<file path="config.mk">
export PLATFORM = sky130hd
export DESIGN_NAME = stc_device_flat
export DESIGN_NICKNAME = d
export VERILOG_FILES = /design/src/include/stc_pkg.sv /design/src/include/stc_link_if.sv /design/src/verilog/stc_device.sv /design/src/flat_wrapper.sv
export SDC_FILE = /design/constraint.sdc
export NUM_CORES = 1
export LEC_CHECK = 0
export BUFFER_PORTS_ARGS = -buffer_cell sky130_fd_sc_hd__buf_2
export CORE_ASPECT_RATIO = 0.9
export CORE_MARGIN = 2
export CORE_UTILIZATION = 46
export CTS_BUF_LIST = sky130_fd_sc_hd__clkbuf_16
export DETAILED_ROUTE_END_ITERATION = 6
export PLACE_DENSITY_LB_ADDON = 0.08
export SYNTH_ARGS = -nofsm -noshare
export SYNTH_HDL_FRONTEND = slang
export SYNTH_SLANG_ARGS = --single-unit
</file>
<file path="constraint.sdc">
create_clock -name clk_sys -period 2.1 [get_ports clk_sys]
set_clock_uncertainty 0.2 [all_clocks]
set_input_delay 0 -clock clk_sys [delete_from_list [all_inputs] [get_ports clk_sys]]
set_output_delay 0 -clock clk_sys [all_outputs]
set_load 0.01 [all_outputs]
</file>
<file path="src/include/stc_pkg.sv">
package stc_pkg;

  // ****************************************************************
  // Frame fields
  // ****************************************************************
  // Command codes, two hex digits each.
  localparam logic [7:0] CMD_IO_DIS = 8'h90;
  localparam logic [7:0] CMD_DEVICE = 8'h92;
  localparam logic [7:0] CMD_MODE_SEL = 8'h8B;
  localparam logic [7:0] CMD_READ = 8'h00;
  localparam logic [7:0] CMD_STATUS = 8'h12;
  localparam logic [7:0] CMD_POS_CTRL = 8'hA0;

  // Data numbers.
  localparam logic [7:0] DNO_DI_DIS = 8'h00;
  localparam logic [7:0] DNO_DI_EN = 8'h10;
  localparam logic [7:0] DNO_DO_DIS = 8'h03;
  localparam logic [7:0] DNO_DO_EN = 8'h13;
  localparam logic [7:0] DNO_WORD0 = 8'h00;
  localparam logic [7:0] DNO_WORD1 = 8'h01;
  localparam logic [7:0] DNO_DO_FORCE = 8'hA0;
  localparam logic [7:0] DNO_MODE_SEL = 8'h00;
  localparam logic [7:0] DNO_MODE_RD = 8'h12;
  localparam logic [7:0] DNO_STATUS = 8'h80;
  localparam logic [7:0] DNO_POS_CTRL = 8'h41;

  // Key and ASCII data words.
  localparam logic [31:0] IO_KEY = 32'h00001EA5;
  localparam logic [31:0] TXT_STOP = 32'h53544F50;
  localparam logic [31:0] TXT_GO = 32'h474F2020;
  localparam logic [31:0] TXT_BLANK = 32'h20202020;

  // ****************************************************************
  // Test mode codes
  // ****************************************************************
  localparam logic [2:0] MODE_NORMAL = 3'h0;
  localparam logic [2:0] MODE_JOG = 3'h1;
  localparam logic [2:0] MODE_POS = 3'h2;
  localparam logic [2:0] MODE_MOTORLESS = 3'h3;
  localparam logic [2:0] MODE_DO_FORCE = 3'h4;
  localparam logic [2:0] MODE_STEP = 3'h5;

  // ****************************************************************
  // Input and status word bit positions
  // ****************************************************************
  localparam int BIT_SERVO_ENABLE = 0;
  localparam int BIT_FWD_LIMIT = 1;
  localparam int BIT_REV_LIMIT = 2;
  localparam int BIT_TORQUE_SEL = 4;
  localparam int BIT_PROP_CTRL = 5;
  localparam int BIT_ALARM_CLEAR = 6;
  localparam int BIT_DROOP_CLEAR = 7;
  localparam int BIT_FWD_START = 11;
  localparam int BIT_REV_START = 12;
  localparam int BIT_AUTO_MANUAL = 17;
  localparam int BIT_PROX_SENSOR = 18;
  localparam int BIT_OVERRIDE = 23;
  localparam int BIT_PAUSE_RESUME = 24;
  localparam int BIT_GAIN_CHANGE = 27;
  localparam int BIT_TABLE_SEL_LO = 24;
  localparam int BIT_HOMING_DONE = 17;
  // Bits that survive an input disable.
  localparam logic [31:0] KEEP_MASK = 32'h00000006;

  // ****************************************************************
  // Timing
  // ****************************************************************
  localparam int CLK_KHZ = 250_000;
  localparam int INACT_MS = 500;
  localparam int INACT_CYC = INACT_MS * CLK_KHZ;
  localparam int KEEPALIVE_MS = 100;
  localparam int KEEPALIVE_CYC = KEEPALIVE_MS * CLK_KHZ;

endpackage

</file>
<file path="src/include/stc_link_if.sv">
// Frame link between the host controller and the servo interpreter.
interface stc_link_if;
  // One-cycle frame strobe with its three fields.
  logic frm_valid;
  logic [7:0] frm_cmd;
  logic [7:0] frm_dno;
  logic [31:0] frm_data;
  // One-cycle reply strobe with its data word.
  logic rsp_valid;
  logic [31:0] rsp_data;

  modport dev_mp (
    input frm_valid, frm_cmd, frm_dno, frm_data,
    output rsp_valid, rsp_data
  );
  modport host_mp (
    output frm_valid, frm_cmd, frm_dno, frm_data,
    input rsp_valid, rsp_data
  );
endinterface

</file>
<file path="src/verilog/stc_device.sv">
// Overview of operation
// - Disabled inputs read OFF except stop/limits
// - 90/00 and 90/10 with key toggle inputs
// - 90/03 and 90/13 with key toggle outputs
// - 92/00 and 92/01 force input bits
// - First word bit map of input devices
// - Second word bits 24-31 select table
// - Host also drops external input it clears
// - Silence over 0.5s in test mode stops with servo lock
// - Host keeps polling during test modes; stops after a 0000 select even while motorless mode holds
// - Test mode while running coasts motor
// - 8B/00 selects test mode 1 to 5
// - 00/12 returns current test mode code
// - STOP pauses positioning with deceleration
// - GO restarts a paused positioning
// - Blank data clears remaining travel
// - Host checks homing before single-step
// - Host refuses forced output until outputs are disabled
// - Forced output drives pins as commanded
// - Mode data 0000 cancels forced output
// - Host uses test modes for checks only
// - Device bits follow last received data
module stc_device #(
  parameter int INACT_CYCLES = stc_pkg::INACT_CYC
) (
  // Clock and reset.
  input wire logic clk_sys,
  input wire logic rst_n,
  // Frame link.
  stc_link_if.dev_mp link,
  // External pins, asynchronous to clk_sys.
  input wire logic emergency_stop_pin,
  input wire logic [31:0] input_signals_pin,
  // Drive core state, on clk_sys.
  input wire logic motor_running,
  input wire logic [31:0] drive_outputs,
  input wire logic [31:0] drive_status,
  // Effective device words toward the drive core.
  output logic emergency_stop,
  output logic [31:0] dev_word0,
  output logic [31:0] dev_word1,
  output logic analog_enable,
  // Output pins.
  output logic [31:0] output_pins,
  // Test operation state.
  output logic [2:0] test_mode,
  output logic base_off,
  output logic servo_lock_stop,
  output logic pos_paused,
  output logic pos_restart,
  output logic pos_clear
);

  // ****************************************************************
  // Frame decode
  // ****************************************************************
  // Positioning sub-state, Gray coded along idle, run, pause.
  typedef enum logic [1:0] {
    STC_POS_IDLE = 2'b00,
    STC_POS_RUN = 2'b01,
    STC_POS_PAUSE = 2'b11
  } stc_pos_type;

  stc_pos_type pos_state;
  logic in_dis;               // Input devices disabled.
  logic out_dis;              // Output devices disabled.
  logic [31:0] force_w0;      // Last word received for data number 00.
  logic [31:0] force_w1;      // Last word received for data number 01.
  logic [31:0] force_do;      // Last forced output pattern.
  logic [31:0] cnt_idle;      // Cycles since the last frame, counted in test modes only.
  logic stop_sync1;           // First stage, read only by the second.
  logic [31:0] pin_sync1;     // First stage, read only by the second.
  logic [31:0] ext_in;        // Synchronised external inputs.
  logic f_io;
  logic f_dev;
  logic f_mode;
  logic f_pos;
  logic key_ok;

  assign f_io = link.frm_valid && link.frm_cmd == stc_pkg::CMD_IO_DIS;
  assign f_dev = link.frm_valid && link.frm_cmd == stc_pkg::CMD_DEVICE;
  assign f_mode = link.frm_valid && link.frm_cmd == stc_pkg::CMD_MODE_SEL
    && link.frm_dno == stc_pkg::DNO_MODE_SEL;
  assign f_pos = link.frm_valid && link.frm_cmd == stc_pkg::CMD_POS_CTRL
    && link.frm_dno == stc_pkg::DNO_POS_CTRL;
  assign key_ok = link.frm_data == stc_pkg::IO_KEY;

  // ****************************************************************
  // Pin synchronisers
  // ****************************************************************
  // Two flip-flops on every pin before any logic looks at it.
  always_ff @(posedge clk_sys or negedge rst_n)
  begin
    if (!rst_n)
    begin
      stop_sync1 <= 1'b0;
      pin_sync1 <= 32'h00000000;
      emergency_stop <= 1'b0;
      ext_in <= 32'h00000000;
    end
    else
    begin
      stop_sync1 <= emergency_stop_pin;
      pin_sync1 <= input_signals_pin;
      emergency_stop <= stop_sync1;
      ext_in <= pin_sync1;
    end
  end

  // ****************************************************************
  // Disable and enable of inputs and outputs
  // ****************************************************************
  // A frame without the key is answered but changes nothing.
  always_ff @(posedge clk_sys or negedge rst_n)
  begin
    if (!rst_n)
    begin
      in_dis <= 1'b0;
      out_dis <= 1'b0;
    end
    else if (f_io && key_ok)
    begin
      if (link.frm_dno == stc_pkg::DNO_DI_DIS)
        in_dis <= 1'b1;
      else if (link.frm_dno == stc_pkg::DNO_DI_EN)
        in_dis <= 1'b0;
      else if (link.frm_dno == stc_pkg::DNO_DO_DIS)
        out_dis <= 1'b1;
      else if (link.frm_dno == stc_pkg::DNO_DO_EN)
        out_dis <= 1'b0;
    end
  end

  // ****************************************************************
  // Forced device words
  // ****************************************************************
  // Each word is replaced whole; bits not resent fall back to OFF.
  always_ff @(posedge clk_sys or negedge rst_n)
  begin
    if (!rst_n)
    begin
      force_w0 <= 32'h00000000;
      force_w1 <= 32'h00000000;
      force_do <= 32'h00000000;
    end
    else if (f_dev)
    begin
      if (link.frm_dno == stc_pkg::DNO_WORD0)
        force_w0 <= link.frm_data;
      else if (link.frm_dno == stc_pkg::DNO_WORD1)
        force_w1 <= link.frm_data;
      else if (link.frm_dno == stc_pkg::DNO_DO_FORCE)
        force_do <= link.frm_data;
    end
  end

  // ****************************************************************
  // Effective device words and output pins
  // ****************************************************************
  // Pins and forced bits merge; a disable keeps only the limits. The
  // second word carries the table selection bits in its top byte.
  always_ff @(posedge clk_sys or negedge rst_n)
  begin
    if (!rst_n)
    begin
      dev_word0 <= 32'h00000000;
      dev_word1 <= 32'h00000000;
      analog_enable <= 1'b1;
      output_pins <= 32'h00000000;
    end
    else
    begin
      dev_word0 <= (in_dis ? (ext_in & stc_pkg::KEEP_MASK) : ext_in)
        | force_w0;
      dev_word1 <= force_w1;
      analog_enable <= !in_dis;
      if (test_mode == stc_pkg::MODE_DO_FORCE)
        output_pins <= force_do;
      else if (out_dis)
        output_pins <= 32'h00000000;
      else
        output_pins <= drive_outputs;
    end
  end

  // ****************************************************************
  // Test mode selection
  // ****************************************************************
  // Motorless mode is left only by codes 1 to 5 or reset, never by 0000.
  // Codes above five are ignored and the mode is kept.
  always_ff @(posedge clk_sys or negedge rst_n)
  begin
    if (!rst_n)
      test_mode <= stc_pkg::MODE_NORMAL;
    else if (f_mode && link.frm_data[31:3] == 29'h00000000
             && link.frm_data[2:0] <= stc_pkg::MODE_STEP)
    begin
      if (link.frm_data[2:0] != stc_pkg::MODE_NORMAL)
        test_mode <= link.frm_data[2:0];
      else if (test_mode != stc_pkg::MODE_MOTORLESS)
        test_mode <= stc_pkg::MODE_NORMAL;
    end
  end

  // Entering a test mode with the motor turning cuts the base circuit;
  // the cut holds until the motor has coasted to rest.
  always_ff @(posedge clk_sys or negedge rst_n)
  begin
    if (!rst_n)
      base_off <= 1'b0;
    else if (f_mode && test_mode == stc_pkg::MODE_NORMAL
             && link.frm_data != 32'h00000000 && motor_running)
      base_off <= 1'b1;
    else if (!motor_running)
      base_off <= 1'b0;
  end

  // ****************************************************************
  // Communication watchdog
  // ****************************************************************
  // Any frame restarts the count; the stop holds until normal mode.
  always_ff @(posedge clk_sys or negedge rst_n)
  begin
    if (!rst_n)
    begin
      cnt_idle <= 32'h00000000;
      servo_lock_stop <= 1'b0;
    end
    else if (test_mode == stc_pkg::MODE_NORMAL)
    begin
      cnt_idle <= 32'h00000000;
      servo_lock_stop <= 1'b0;
    end
    else if (link.frm_valid)
      cnt_idle <= 32'h00000000;
    else if (cnt_idle < INACT_CYCLES)
      cnt_idle <= cnt_idle + 32'h00000001;
    else
      servo_lock_stop <= 1'b1;
  end

  // ****************************************************************
  // Positioning pause, restart and clear
  // ****************************************************************
  always_ff @(posedge clk_sys or negedge rst_n)
  begin
    if (!rst_n)
    begin
      pos_state <= STC_POS_IDLE;
      pos_restart <= 1'b0;
      pos_clear <= 1'b0;
    end
    else
    begin
      pos_restart <= 1'b0;
      pos_clear <= 1'b0;
      if (test_mode != stc_pkg::MODE_POS)
        pos_state <= STC_POS_IDLE;
      else
      begin
        unique case (pos_state)
          STC_POS_IDLE:
            pos_state <= STC_POS_RUN;
          STC_POS_RUN:
            if (f_pos && link.frm_data == stc_pkg::TXT_STOP)
              pos_state <= STC_POS_PAUSE;
          STC_POS_PAUSE:
            if (f_pos && link.frm_data == stc_pkg::TXT_GO)
            begin
              pos_state <= STC_POS_RUN;
              pos_restart <= 1'b1;
            end
            else if (f_pos && link.frm_data == stc_pkg::TXT_BLANK)
            begin
              // Travel is dropped; a new start runs from here.
              pos_state <= STC_POS_RUN;
              pos_clear <= 1'b1;
            end
        endcase
      end
    end
  end

  always_ff @(posedge clk_sys or negedge rst_n)
  begin
    if (!rst_n)
      pos_paused <= 1'b0;
    else
      pos_paused <= pos_state == STC_POS_PAUSE && !f_pos;
  end

  // ****************************************************************
  // Replies
  // ****************************************************************
  // Every frame is answered one cycle later; writes answer zero.
  always_ff @(posedge clk_sys or negedge rst_n)
  begin
    if (!rst_n)
    begin
      link.rsp_valid <= 1'b0;
      link.rsp_data <= 32'h00000000;
    end
    else
    begin
      link.rsp_valid <= link.frm_valid;
      if (link.frm_valid && link.frm_cmd == stc_pkg::CMD_READ
          && link.frm_dno == stc_pkg::DNO_MODE_RD)
        link.rsp_data <= {29'h00000000, test_mode};
      else if (link.frm_valid && link.frm_cmd == stc_pkg::CMD_STATUS
               && link.frm_dno == stc_pkg::DNO_STATUS)
        link.rsp_data <= drive_status;
      else if (link.frm_valid)
        link.rsp_data <= 32'h00000000;
    end
  end

endmodule

</file>
<file path="src/flat_wrapper.sv">
// flat-port wrapper written by rule: the top's interface ports become plain ports
module stc_device_flat 
#(
  parameter int INACT_CYCLES = stc_pkg::INACT_CYC
)
  (clk_sys, rst_n, emergency_stop_pin, input_signals_pin, motor_running, drive_outputs, drive_status, emergency_stop, dev_word0, dev_word1, analog_enable, output_pins, test_mode, base_off, servo_lock_stop, pos_paused, pos_restart, pos_clear, link_frm_valid, link_frm_cmd, link_frm_dno, link_frm_data, link_rsp_valid, link_rsp_data);
  stc_link_if link_i ();
  input wire logic clk_sys;
  input wire logic rst_n;
  input wire logic emergency_stop_pin;
  input wire logic [31:0] input_signals_pin;
  input wire logic motor_running;
  input wire logic [31:0] drive_outputs;
  input wire logic [31:0] drive_status;
  output logic emergency_stop;
  output logic [31:0] dev_word0;
  output logic [31:0] dev_word1;
  output logic analog_enable;
  output logic [31:0] output_pins;
  output logic [2:0] test_mode;
  output logic base_off;
  output logic servo_lock_stop;
  output logic pos_paused;
  output logic pos_restart;
  output logic pos_clear;
  input wire logic [$bits(link_i.frm_valid)-1:0] link_frm_valid;
  input wire logic [$bits(link_i.frm_cmd)-1:0] link_frm_cmd;
  input wire logic [$bits(link_i.frm_dno)-1:0] link_frm_dno;
  input wire logic [$bits(link_i.frm_data)-1:0] link_frm_data;
  output wire logic [$bits(link_i.rsp_valid)-1:0] link_rsp_valid;
  output wire logic [$bits(link_i.rsp_data)-1:0] link_rsp_data;
  assign link_i.frm_valid = link_frm_valid;
  assign link_i.frm_cmd = link_frm_cmd;
  assign link_i.frm_dno = link_frm_dno;
  assign link_i.frm_data = link_frm_data;
  assign link_rsp_valid = link_i.rsp_valid;
  assign link_rsp_data = link_i.rsp_data;
  stc_device #(.INACT_CYCLES(INACT_CYCLES)) u_core (.clk_sys(clk_sys), .rst_n(rst_n), .link(link_i), .emergency_stop_pin(emergency_stop_pin), .input_signals_pin(input_signals_pin), .motor_running(motor_running), .drive_outputs(drive_outputs), .drive_status(drive_status), .emergency_stop(emergency_stop), .dev_word0(dev_word0), .dev_word1(dev_word1), .analog_enable(analog_enable), .output_pins(output_pins), .test_mode(test_mode), .base_off(base_off), .servo_lock_stop(servo_lock_stop), .pos_paused(pos_paused), .pos_restart(pos_restart), .pos_clear(pos_clear));
endmodule
</file>
==> metrics, run 1 <==
outcome=complete, but fails checks; failing checks=negative hold slack; sw power=2.95 mW; Syn Nets=1014; worst min-delay path category=in -> reg; mapped cell area=12000 um2; ys async rst share=100%; Post-DP Area=14400 um2; Pint=10.4 mW; Slew headroom=70.2%; r2r endpoint=u_core.cnt_idle[22]; hold slack=-37.1 ps; root buffer cell=clkbuf_16; final worst-path cycle share=98.8%; Critical Path Source=u_core.cnt_idle[7]; number of synthesized register bits=336; Post-synth EDFFs=0; pin count of the biggest net entering global routing=71; number of global-route vias before repair=9512; nets=1605; Tot GR Track Use=25.2%; Setup crit start kind=flip-flop; Critical Path AT=2330 ps; Port Buffers=287; Routed Antenna Nets=0; leak pwr=9.10 nW; Gate power share=6.6%; fin area=17900 um2; Mapped Cells=864; hold path start=link_frm_data[11]; Skew-Pair Late Insertion Delay=520 ps; core area=25300 um2; power consumption=13.3 mW; Final Util=70.6%; initial core utilization=47.2%; initial antenna violation count=1; Die Area=27300 um2; clock sink total=336; first-pass GRT wire length=53000 um; GPL Wtd Cong=0.835; Fmax=482 MHz; pwr/cell area=743 nW/um2; worst reg2reg setup slack=20 ps; Initial DRC Count=421; CP Data Required Time=2350 ps; Worst-Margin Slew=446 ps; synthesized area per cell=13.8 um2; Slew Limit Fails=0; final setup violating endpoints=0; Switching Fraction=22.2%; vias=9192; DR pass1 iterations=4; Layout Area Growth over Synthesis=49.5%; VDD IR max=0.613 mV; endpoint class of the critical path=flip-flop; count of final hold-check violations=5; fraction of layout cells with a size suffix above 1=36.8%; critical path type=reg -> reg; Max Fanout on Critical Path=4; dpl hpwl=20900 um; Yosys cell types=47; Num CTS Buffers=35; Worst-path clk slew=60 ps; r2r startpoint=u_core.cnt_idle[7]; CTS H-Tree Depth=2; Worst R2R Path Depth=6; # Max-Cap Violations=0; post-detailed-route DRC marker count=0; post-route setup slack=24.4 ps; clock network power share=43.5%; Seq pwr share=49.9%; vias per cell=5.05; Wirelength per Cell=18.8 um; placement row count=55; CTS tree=done; Post-Route WL=34200 um; Synth Warn #=0; min Tclk post-route=2080 ps; chip width=174 um; CTS max path bufs=3; grt ovf=0; post-synthesis sequential area ratio=70.3%; RSZ-0062 raised after global routing=yes; crit path capture=u_core.cnt_idle[22]; pre-CTS setup slack=-287 ps; Die Height=157 um; IO Pins=288; # fillers=1764; Top FF cell, synth=dfrtp_1
[how the worst min path moves through the flow]
stage,endpoint,slack [ps],cells after the start
after global routing,u_core.pos_restart,0.2,7
after CTS,u_core.force_do[10],-420,2
after detailed placement,u_core.ext_in[7],-280,1
after global placement,u_core.pin_sync1[4],-280,1
after floorplan,u_core.base_off,-500,0
final,u_core.test_mode[0],-40,6
[critical path, stage by stage, from the launching register on]
cell	delay (ps)
dfrtp_1	350
nand4_1	200
nor4_4	220
nor4b_4	260
nand4_1	240
or3_1	420
a21oi_2	130
[synthesized netlist by cell type (all sizes together) (2+ instances only)]
cell type,count,share of area (%)
a21o,30,1.9
a21oi,9,0.38
a22o,29,2.1
a22oi,3,0.19
and2,7,0.37
and3,6,0.31
and4,3,0.22
buf,10,0.56
clkbuf,23,0.72
dfrtp,335,70
inv,6,0.19
mux2,99,9.3
nand2,88,2.8
nand2b,2,0.10
nand3,24,1.0
nand3b,3,0.19
nand4,20,1.0
nand4b,2,0.15
nor2,38,1.2
nor2b,7,0.37
nor3,18,0.75
nor4,8,0.60
nor4b,3,0.27
o21ai,45,1.9
or2,5,0.26
or3,6,0.31
or4,4,0.28
or4b,2,0.17
xor2,18,1.3
[kinds of logic after synthesis]
group	count (synthesis)	synth area share [%]
xor gates and xnor gates	18	1.32
AOI/OAI and AO/OA	121	6.78
buffers and inverters	39	1.47
adders and majority gates	1	0.105
muxes	99	9.32
DFF	336	70.3
and+or+nand+nor	250	10.7
[routing by layer]
metal | share of wire [%] | track usage (%)
met5 | 0 | 0
met3 | 6.7 | 5.34
met2 | 46 | 39.7
met4 | 2.6 | 8.68
met1 | 44 | 35.0
[final cells by class]
class / count / area, um2 / area share, %
Antenna cell: 1 / 2.50 / 0.0140
Clock buffer: 35 / 876 / 4.90
Clock inverter: 26 / 196 / 1.10
Inverter: 6 / 22.5 / 0.126
Multi-Input combinational cell: 489 / 3560 / 19.9
Sequential cell: 336 / 8410 / 47.0
Tap cell: 342 / 428 / 2.39
Timing Repair Buffer: 587 / 4390 / 24.6
[layout by cell type, fill, tap and decap left out, drive strengths merged, types with 12 or more instances in the layout]
master         n
a21o          30
dfrtp        335
mux2          99
xor2          18
a22o          29
dlygate4sd3  221
nor3          18
o21ai         45
nand3         24
buf          363
inv           18
nand2         88
clkbuf        36
clkinv        12
nor2          38
nand4         20
[power by group through the flow]
stage               registers [mW]  clock network (mW)  logic, mW
finish                        6.64                5.79      0.875
global route                  6.65                6.19      0.949
CTS                           6.64                5.94      0.851
detailed placement            6.75                   0      0.585
global placement              6.75                   0      0.583
floorplan                     6.79                   0     0.0815
[repair_timing]
action | CTS | global route
cloned | 0 | 1
resized for setup | 8 | 29
endpoints found under the setup margin | 7 | 21
hold buffers | 219 | 5
hold endpoints to repair | 547 | 14
setup buffers | 1 | 3
pin swaps | 4 | 12
[flip-flops by register name, indices dropped and copies added, names as in the netlist, 2 cells and up]
register,cells
u_core.cnt_idle,32
u_core.dev_word0,32
u_core.dev_word1,32
u_core.ext_in,32
u_core.force_do,32
u_core.force_w0,32
u_core.force_w1,32
u_core.link.rsp_data,32
u_core.output_pins,32
u_core.pin_sync1,32
u_core.test_mode,3
u_core.pos_state,2
[stage by stage]
stage	setup TNS (ps)	instances
floorplan	-1180	864
global route	-627	1821
finish	0	1822
CTS	0	1814
detailed placement	-13930	1533
global placement	-11170	1533
Power figures use the tool's default switching activity.
==> run 2, diff against run 1 <==
--- a/config.mk
+++ b/config.mk
@@ -12,6 +12,7 @@
 export CTS_BUF_LIST = sky130_fd_sc_hd__clkbuf_16
 export DETAILED_ROUTE_END_ITERATION = 6
 export PLACE_DENSITY_LB_ADDON = 0.08
+export SETUP_SLACK_MARGIN = 0.3
 export SYNTH_ARGS = -nofsm -noshare
 export SYNTH_HDL_FRONTEND = slang
 export SYNTH_SLANG_ARGS = --single-unit
==> metrics, run 2 (synthesis gave the netlist of run 1 again) <==
failing checks=negative hold slack; post-detailed-route DRC marker count=0 (unchanged); Layout Area Growth over Synthesis=53.5%; clock sink total=336 (unchanged); number of global-route vias before repair=9673 (+1.7%); most common cell after layout, fill and taps aside=dfrtp_1; root buffer cell=clkbuf_16; CTS max path bufs=3 (unchanged); nets=1598 (-0.44%); Die Area=27300 um2 (unchanged); pwr/cell area=723 nW/um2 (-2.7%); CP Data Required Time=2330 ps (-20 ps); initial core utilization=47.2% (unchanged); Worst-Margin Slew=451 ps (+5.11 ps); placement row count=55 (unchanged); dpl hpwl=20500 um (-2.3%); leak pwr=9.23 nW (+1.5%); # Max-Cap Violations=0 (unchanged); outcome=complete, but fails checks; GPL Wtd Cong=0.800 (-4.2%); endpoint class of the critical path=flip-flop; final cell count without fillers=1817 (-0.27%); Skew-Pair Late Insertion Delay=510 ps (about the same); Critical Path AT=2300 ps (-30 ps); post-route setup slack=28.0 ps (+3.61 ps); most frequent cells in the layout=dfrtp_1 (333), buf_2 (279), dlygate4sd3_1 (188), nand2_1 (85), buf_4 (70); vias=9206 (+0.15%); CP max stage delay=410 ps (about the same); cells along the critical path=nand3_2 > nor4_4 > nor4b_4 > nand4_1 > or3_1 > a21oi_2; Routed Antenna Nets=0 (unchanged); vias per cell=5.07 (+0.43%); Fmax=483 MHz (+0.17%); DR pass1 iterations=4 (unchanged); critical path's slowest cell=or3_1; Initial DRC Count=432 (+2.6%); Slew Limit Fails=0 (unchanged); chip width=174 um (unchanged); Final Util=72.5% (+1.9 points); WP buf/inv=0 (unchanged); Post-DP Area=14400 um2 (about the same); critical path type=reg -> reg; Port Buffers=287 (unchanged); Setup crit start kind=flip-flop; CTS tree=done; CTS H-Tree Depth=2 (unchanged); Post-Route WL=34900 um (+1.9%); fraction of layout cells with a size suffix above 1=40.3% (+3.5 points); delay-heaviest family, CP=simple AND/OR/NAND/NOR gates; Num CTS Buffers=35 (unchanged); first-pass GRT wire length=53200 um (+0.29%); IO Pins=288 (unchanged); count of final hold-check violations=4 (-1); initial antenna violation count=2 (+1); worst min-delay path category=in -> reg; fin area=18400 um2 (+2.7%); final setup violating endpoints=0 (unchanged); pin count of the biggest net entering global routing=74 (+4.2%); VDD IR max=0.509 mV (-17%); Tot GR Track Use=24.9% (-0.27 points); core area=25300 um2 (unchanged); Slew headroom=69.7% (-0.46 points); Wirelength per Cell=19.2 um (+2.2%); Worst-path clk slew=60 ps (about the same); grt ovf=0 (unchanged); placed insts=1520 (-0.85%); final worst-path cycle share=98.7% (-0.17 points); pre-CTS setup slack=-273 ps (+14.0 ps); Die Height=157 um (unchanged); Max Fanout on Critical Path=4 (unchanged); hold slack=-90.3 ps (-53.2 ps); min Tclk post-route=2070 ps (-3.61 ps); RSZ-0062 raised after global routing=yes
[run 2: cell types whose count changed in the layout (fill, tap and decap cells not counted), sizes merged]
cell          previous run  this run
clkinvlp                 0         1
inv                     18        13
dlygate4sd3            221       188
buf                    363       384
clkinv                  12        17
dlymetal6s4s             2         6
clkbuf                  36        38
bufinv                   2         1
diode                    1         2
[run 2: what timing repair did]
action,4_1_cts,5_1_grt
resized for setup,21,126
hold buffers,206,14
endpoints found under the setup margin,39,127
pin swaps,23,42
setup buffers,16,19
endpoints found under the hold margin,547,44
gates cloned,1,3
[run 2: stage by stage]
step | TNS, ps | hold WS (ps) | power (mW)
6_report | 0 | -90.3 | 13.3
5_1_grt | -339 | -87.1 | 13.8
2_1_floorplan | -1150 | -496 | 6.87
3_3_place_gp | -8970 | -261 | 7.33
3_5_place_dp | -11420 | -263 | 7.34
4_1_cts | 0 | -103 | 13.3
[run 2: path summary, 6_finish.rpt]
check / startpoint / end / slack (ps) / depth (start not counted)
min in group asynchronous: rst_n / u_core.link.rsp_data[28] / 330 / 3
max: u_core.cnt_idle[4] / u_core.cnt_idle[24] / 30 / 6
min: link_frm_dno[3] / u_core.out_dis / -90 / 6
min reg2reg: u_core.pin_sync1[0] / u_core.ext_in[0] / 140 / 0
max in group asynchronous: rst_n / u_core.analog_enable / 600 / 4
max reg2reg: u_core.cnt_idle[4] / u_core.cnt_idle[24] / 30 / 6
[run 2: layout make-up]
| class | instances | area (um2) |
|---|---|---|
| Clock inverter | 26 | 160 |
| Multi-Input combinational cell | 489 | 3960 |
| Fill cell | 1726 | 6960 |
| Inverter | 6 | 22.5 |
| Sequential cell | 336 | 8410 |
| Clock buffer | 36 | 901 |
| Timing Repair Buffer | 580 | 4470 |
| Tap cell | 342 | 428 |
| Antenna cell | 2 | 5.00 |
[run 2: power breakdown]
group | switching [mW] | internal (mW)
combinational | 0.427 | 0.467
sequential | 0.0373 | 6.60
clock | 2.50 | 3.24
total | 2.97 | 10.3
[run 2: layer usage]
layer  global-route usage (%)  part of all wire (%)  vias up
met1                     32.4                    42     4634
met3                     5.58                   6.3       65
li1                         -                     -     4208
met4                     7.36                   2.6        0
met2                     42.2                    49      299
met5                        0                     0        -
[run 2: tightest hold or removal path, delay by kind of cell]
kind,cells,cell delay (ps)
buf+inv,2,210
simple gates,3,280
compound gates,1,80
==> run 3, diff against run 2 <==
==> constraint.sdc (replaced) <==
create_clock -name clk_sys -period 2.1 [get_ports clk_sys]
set_clock_uncertainty 0.2 [all_clocks]
set_input_delay 0.21 -clock clk_sys [delete_from_list [all_inputs] [get_ports clk_sys]]
set_output_delay 0.21 -clock clk_sys [all_outputs]
set_load 0.01 [all_outputs]
==> metrics, run 3 (synthesis gave the netlist of run 1 again) <==
outcome=complete, but fails checks; failing checks=negative hold slack; # Max-Cap Violations=0 (unchanged); pin count of the biggest net entering global routing=72 (-2.7%); Post-DP Area=14600 um2 (+1.3%); dpl hpwl=21600 um (+5.5%); GR Util met2=42.8% (+0.55 points); Worst-path clk slew=60 ps (about the same); GPL Wtd Cong=0.811 (+1.4%); Post-Route WL=35200 um (+0.97%); post-detailed-route DRC marker count=0 (unchanged); root buffer cell=clkbuf_16; CTS H-Tree Depth=2 (unchanged); Critical Path AT=2270 ps (-30 ps); number of global-route vias before repair=9599 (-0.77%); nets=1565 (-2.1%); Routed Antenna Nets=0 (unchanged); first-pass GRT wire length=53200 um (about the same); Tot GR Track Use=25.3% (+0.41 points); clock sink total=336 (unchanged); GRT Max-Usage Layer=met2; critical path type=in -> reg; power consumption=13.0 mW (-1.8%); grt met1 use=31.9% (-0.49 points); Slew headroom=59.6% (-10 points); initial core utilization=47.2% (unchanged); initial antenna violation count=2 (unchanged); Num CTS Buffers=35 (unchanged); Max Fanout on Critical Path=8 (+4); most frequent cells in the layout=dfrtp_1 (335), buf_2 (285), dlygate4sd3_1 (134), buf_4 (87), nand2_1 (85); CTS max path bufs=3 (unchanged); DR pass1 iterations=4 (unchanged); count of final hold-check violations=1 (-3); worst min-delay path category=in -> reg; Setup crit start kind=primary input; min Tclk post-route=2090 ps (+18.2 ps); RSZ-0062 raised after global routing=yes; pwr/cell area=730 nW/um2 (+0.88%); # fillers=1784 (+3.4%); chip width=174 um (unchanged); Skew-Pair Late Insertion Delay=510 ps (about the same); core area=25300 um2 (unchanged); CP Data Required Time=2280 ps (-50 ps); final setup violating endpoints=0 (unchanged); fin area=17900 um2 (-2.6%); Die Height=157 um (unchanged); leak pwr=9.00 nW (-2.5%); grt ovf=0 (unchanged); CTS tree=done; met3 usage=5.92% (+0.34 points); Layout Area Growth over Synthesis=49.5%; hold slack=-16.9 ps (+73.3 ps); vias=9076 (-1.4%); endpoint class of the critical path=flip-flop; Fmax=478 MHz (-0.87%); placement row count=55 (unchanged); Worst-Margin Slew=606 ps (+155 ps); Die Area=27300 um2 (unchanged); Initial DRC Count=504 (+17%); VDD IR max=0.749 mV (+47%); Port Buffers=287 (unchanged); fraction of layout cells with a size suffix above 1=42.7% (+2.3 points); Slew Limit Fails=0 (unchanged); IO Pins=288 (unchanged); final worst-path cycle share=99.5% (+0.87 points); vias per cell=5.10 (+0.64%); most common cell after layout, fill and taps aside=dfrtp_1; Wirelength per Cell=19.8 um (+3.1%)
run 3: area by class of cell:
| type | count | area [um2] | share of cell area (%) |
|---|---|---|---|
| Antenna cell | 1 | 2.50 | 0.0140 |
| Clock inverter | 22 | 91.3 | 0.511 |
| Timing Repair Buffer | 547 | 4080 | 22.8 |
| Sequential cell | 336 | 8410 | 47.0 |
| Tap cell | 342 | 428 | 2.39 |
| Multi-Input combinational cell | 489 | 3920 | 21.9 |
| Clock buffer | 37 | 926 | 5.18 |
| Inverter | 6 | 22.5 | 0.126 |
run 3: where the power goes:
group          internal, mW  leakage, nW  switching (mW)
clock network          3.16        0.544            2.41
logic                 0.423         4.06           0.418
registers              6.60         4.39          0.0334
run 3: worst max-delay path, cell delays in order:
cell and delay (ps):
buf_6 90, or4_4 550, or3b_4 440, nor4_4 290
buf_6 190, clkbuf_16 180, mux2_4 300
run 3: stage by stage:
stage / setup slack, ps / utilization (%) / TNS, ps / hold WS, ps / std cells
CTS: 46.2 / 68.1 / 0 / -32.7 / 1759
detailed placement: -430 / 57.5 / -26440 / 36.8 / 1545
finish: 9.77 / 70.6 / 0 / -16.9 / 1780
global placement: -405 / 57.5 / -24160 / 37.2 / 1545
floorplan: -249 / - / -8850 / -286 / 864
global route: -101 / 70.6 / -949 / -0.100 / 1780
run 3: routing by layer:
| metal | up-vias | share of wire (%) |
|---|---|---|
| met4 | 2 | 3.5 |
| met1 | 4559 | 42 |
| met3 | 75 | 6.3 |
| li1 | 4129 | - |
| met2 | 311 | 48 |
| met5 | - | 0.028 |
run 3: path summary, 6_finish.rpt:
kind	from	to	slack, ps	cells past startpoint
max	link_frm_dno[1]	u_core.force_w1[6]	10	7
min	link_frm_data[23]	u_core.pos_clear	-20	6
max reg2reg	u_core.cnt_idle[7]	u_core.cnt_idle[10]	10	8
min reg2reg	u_core.pin_sync1[0]	u_core.ext_in[0]	140	0
max in group asynchronous	rst_n	u_core.analog_enable	890	3
min in group asynchronous	rst_n	u_core.cnt_idle[29]	80	2
run 3: repair_timing:
action,in CTS,in global routing
hold buffers,134,2
cloned,1,5
hold endpoints to repair,476,6
gates resized for setup,33,101
setup endpoints to repair,96,102
pin swaps,30,33
setup buffers,20,15
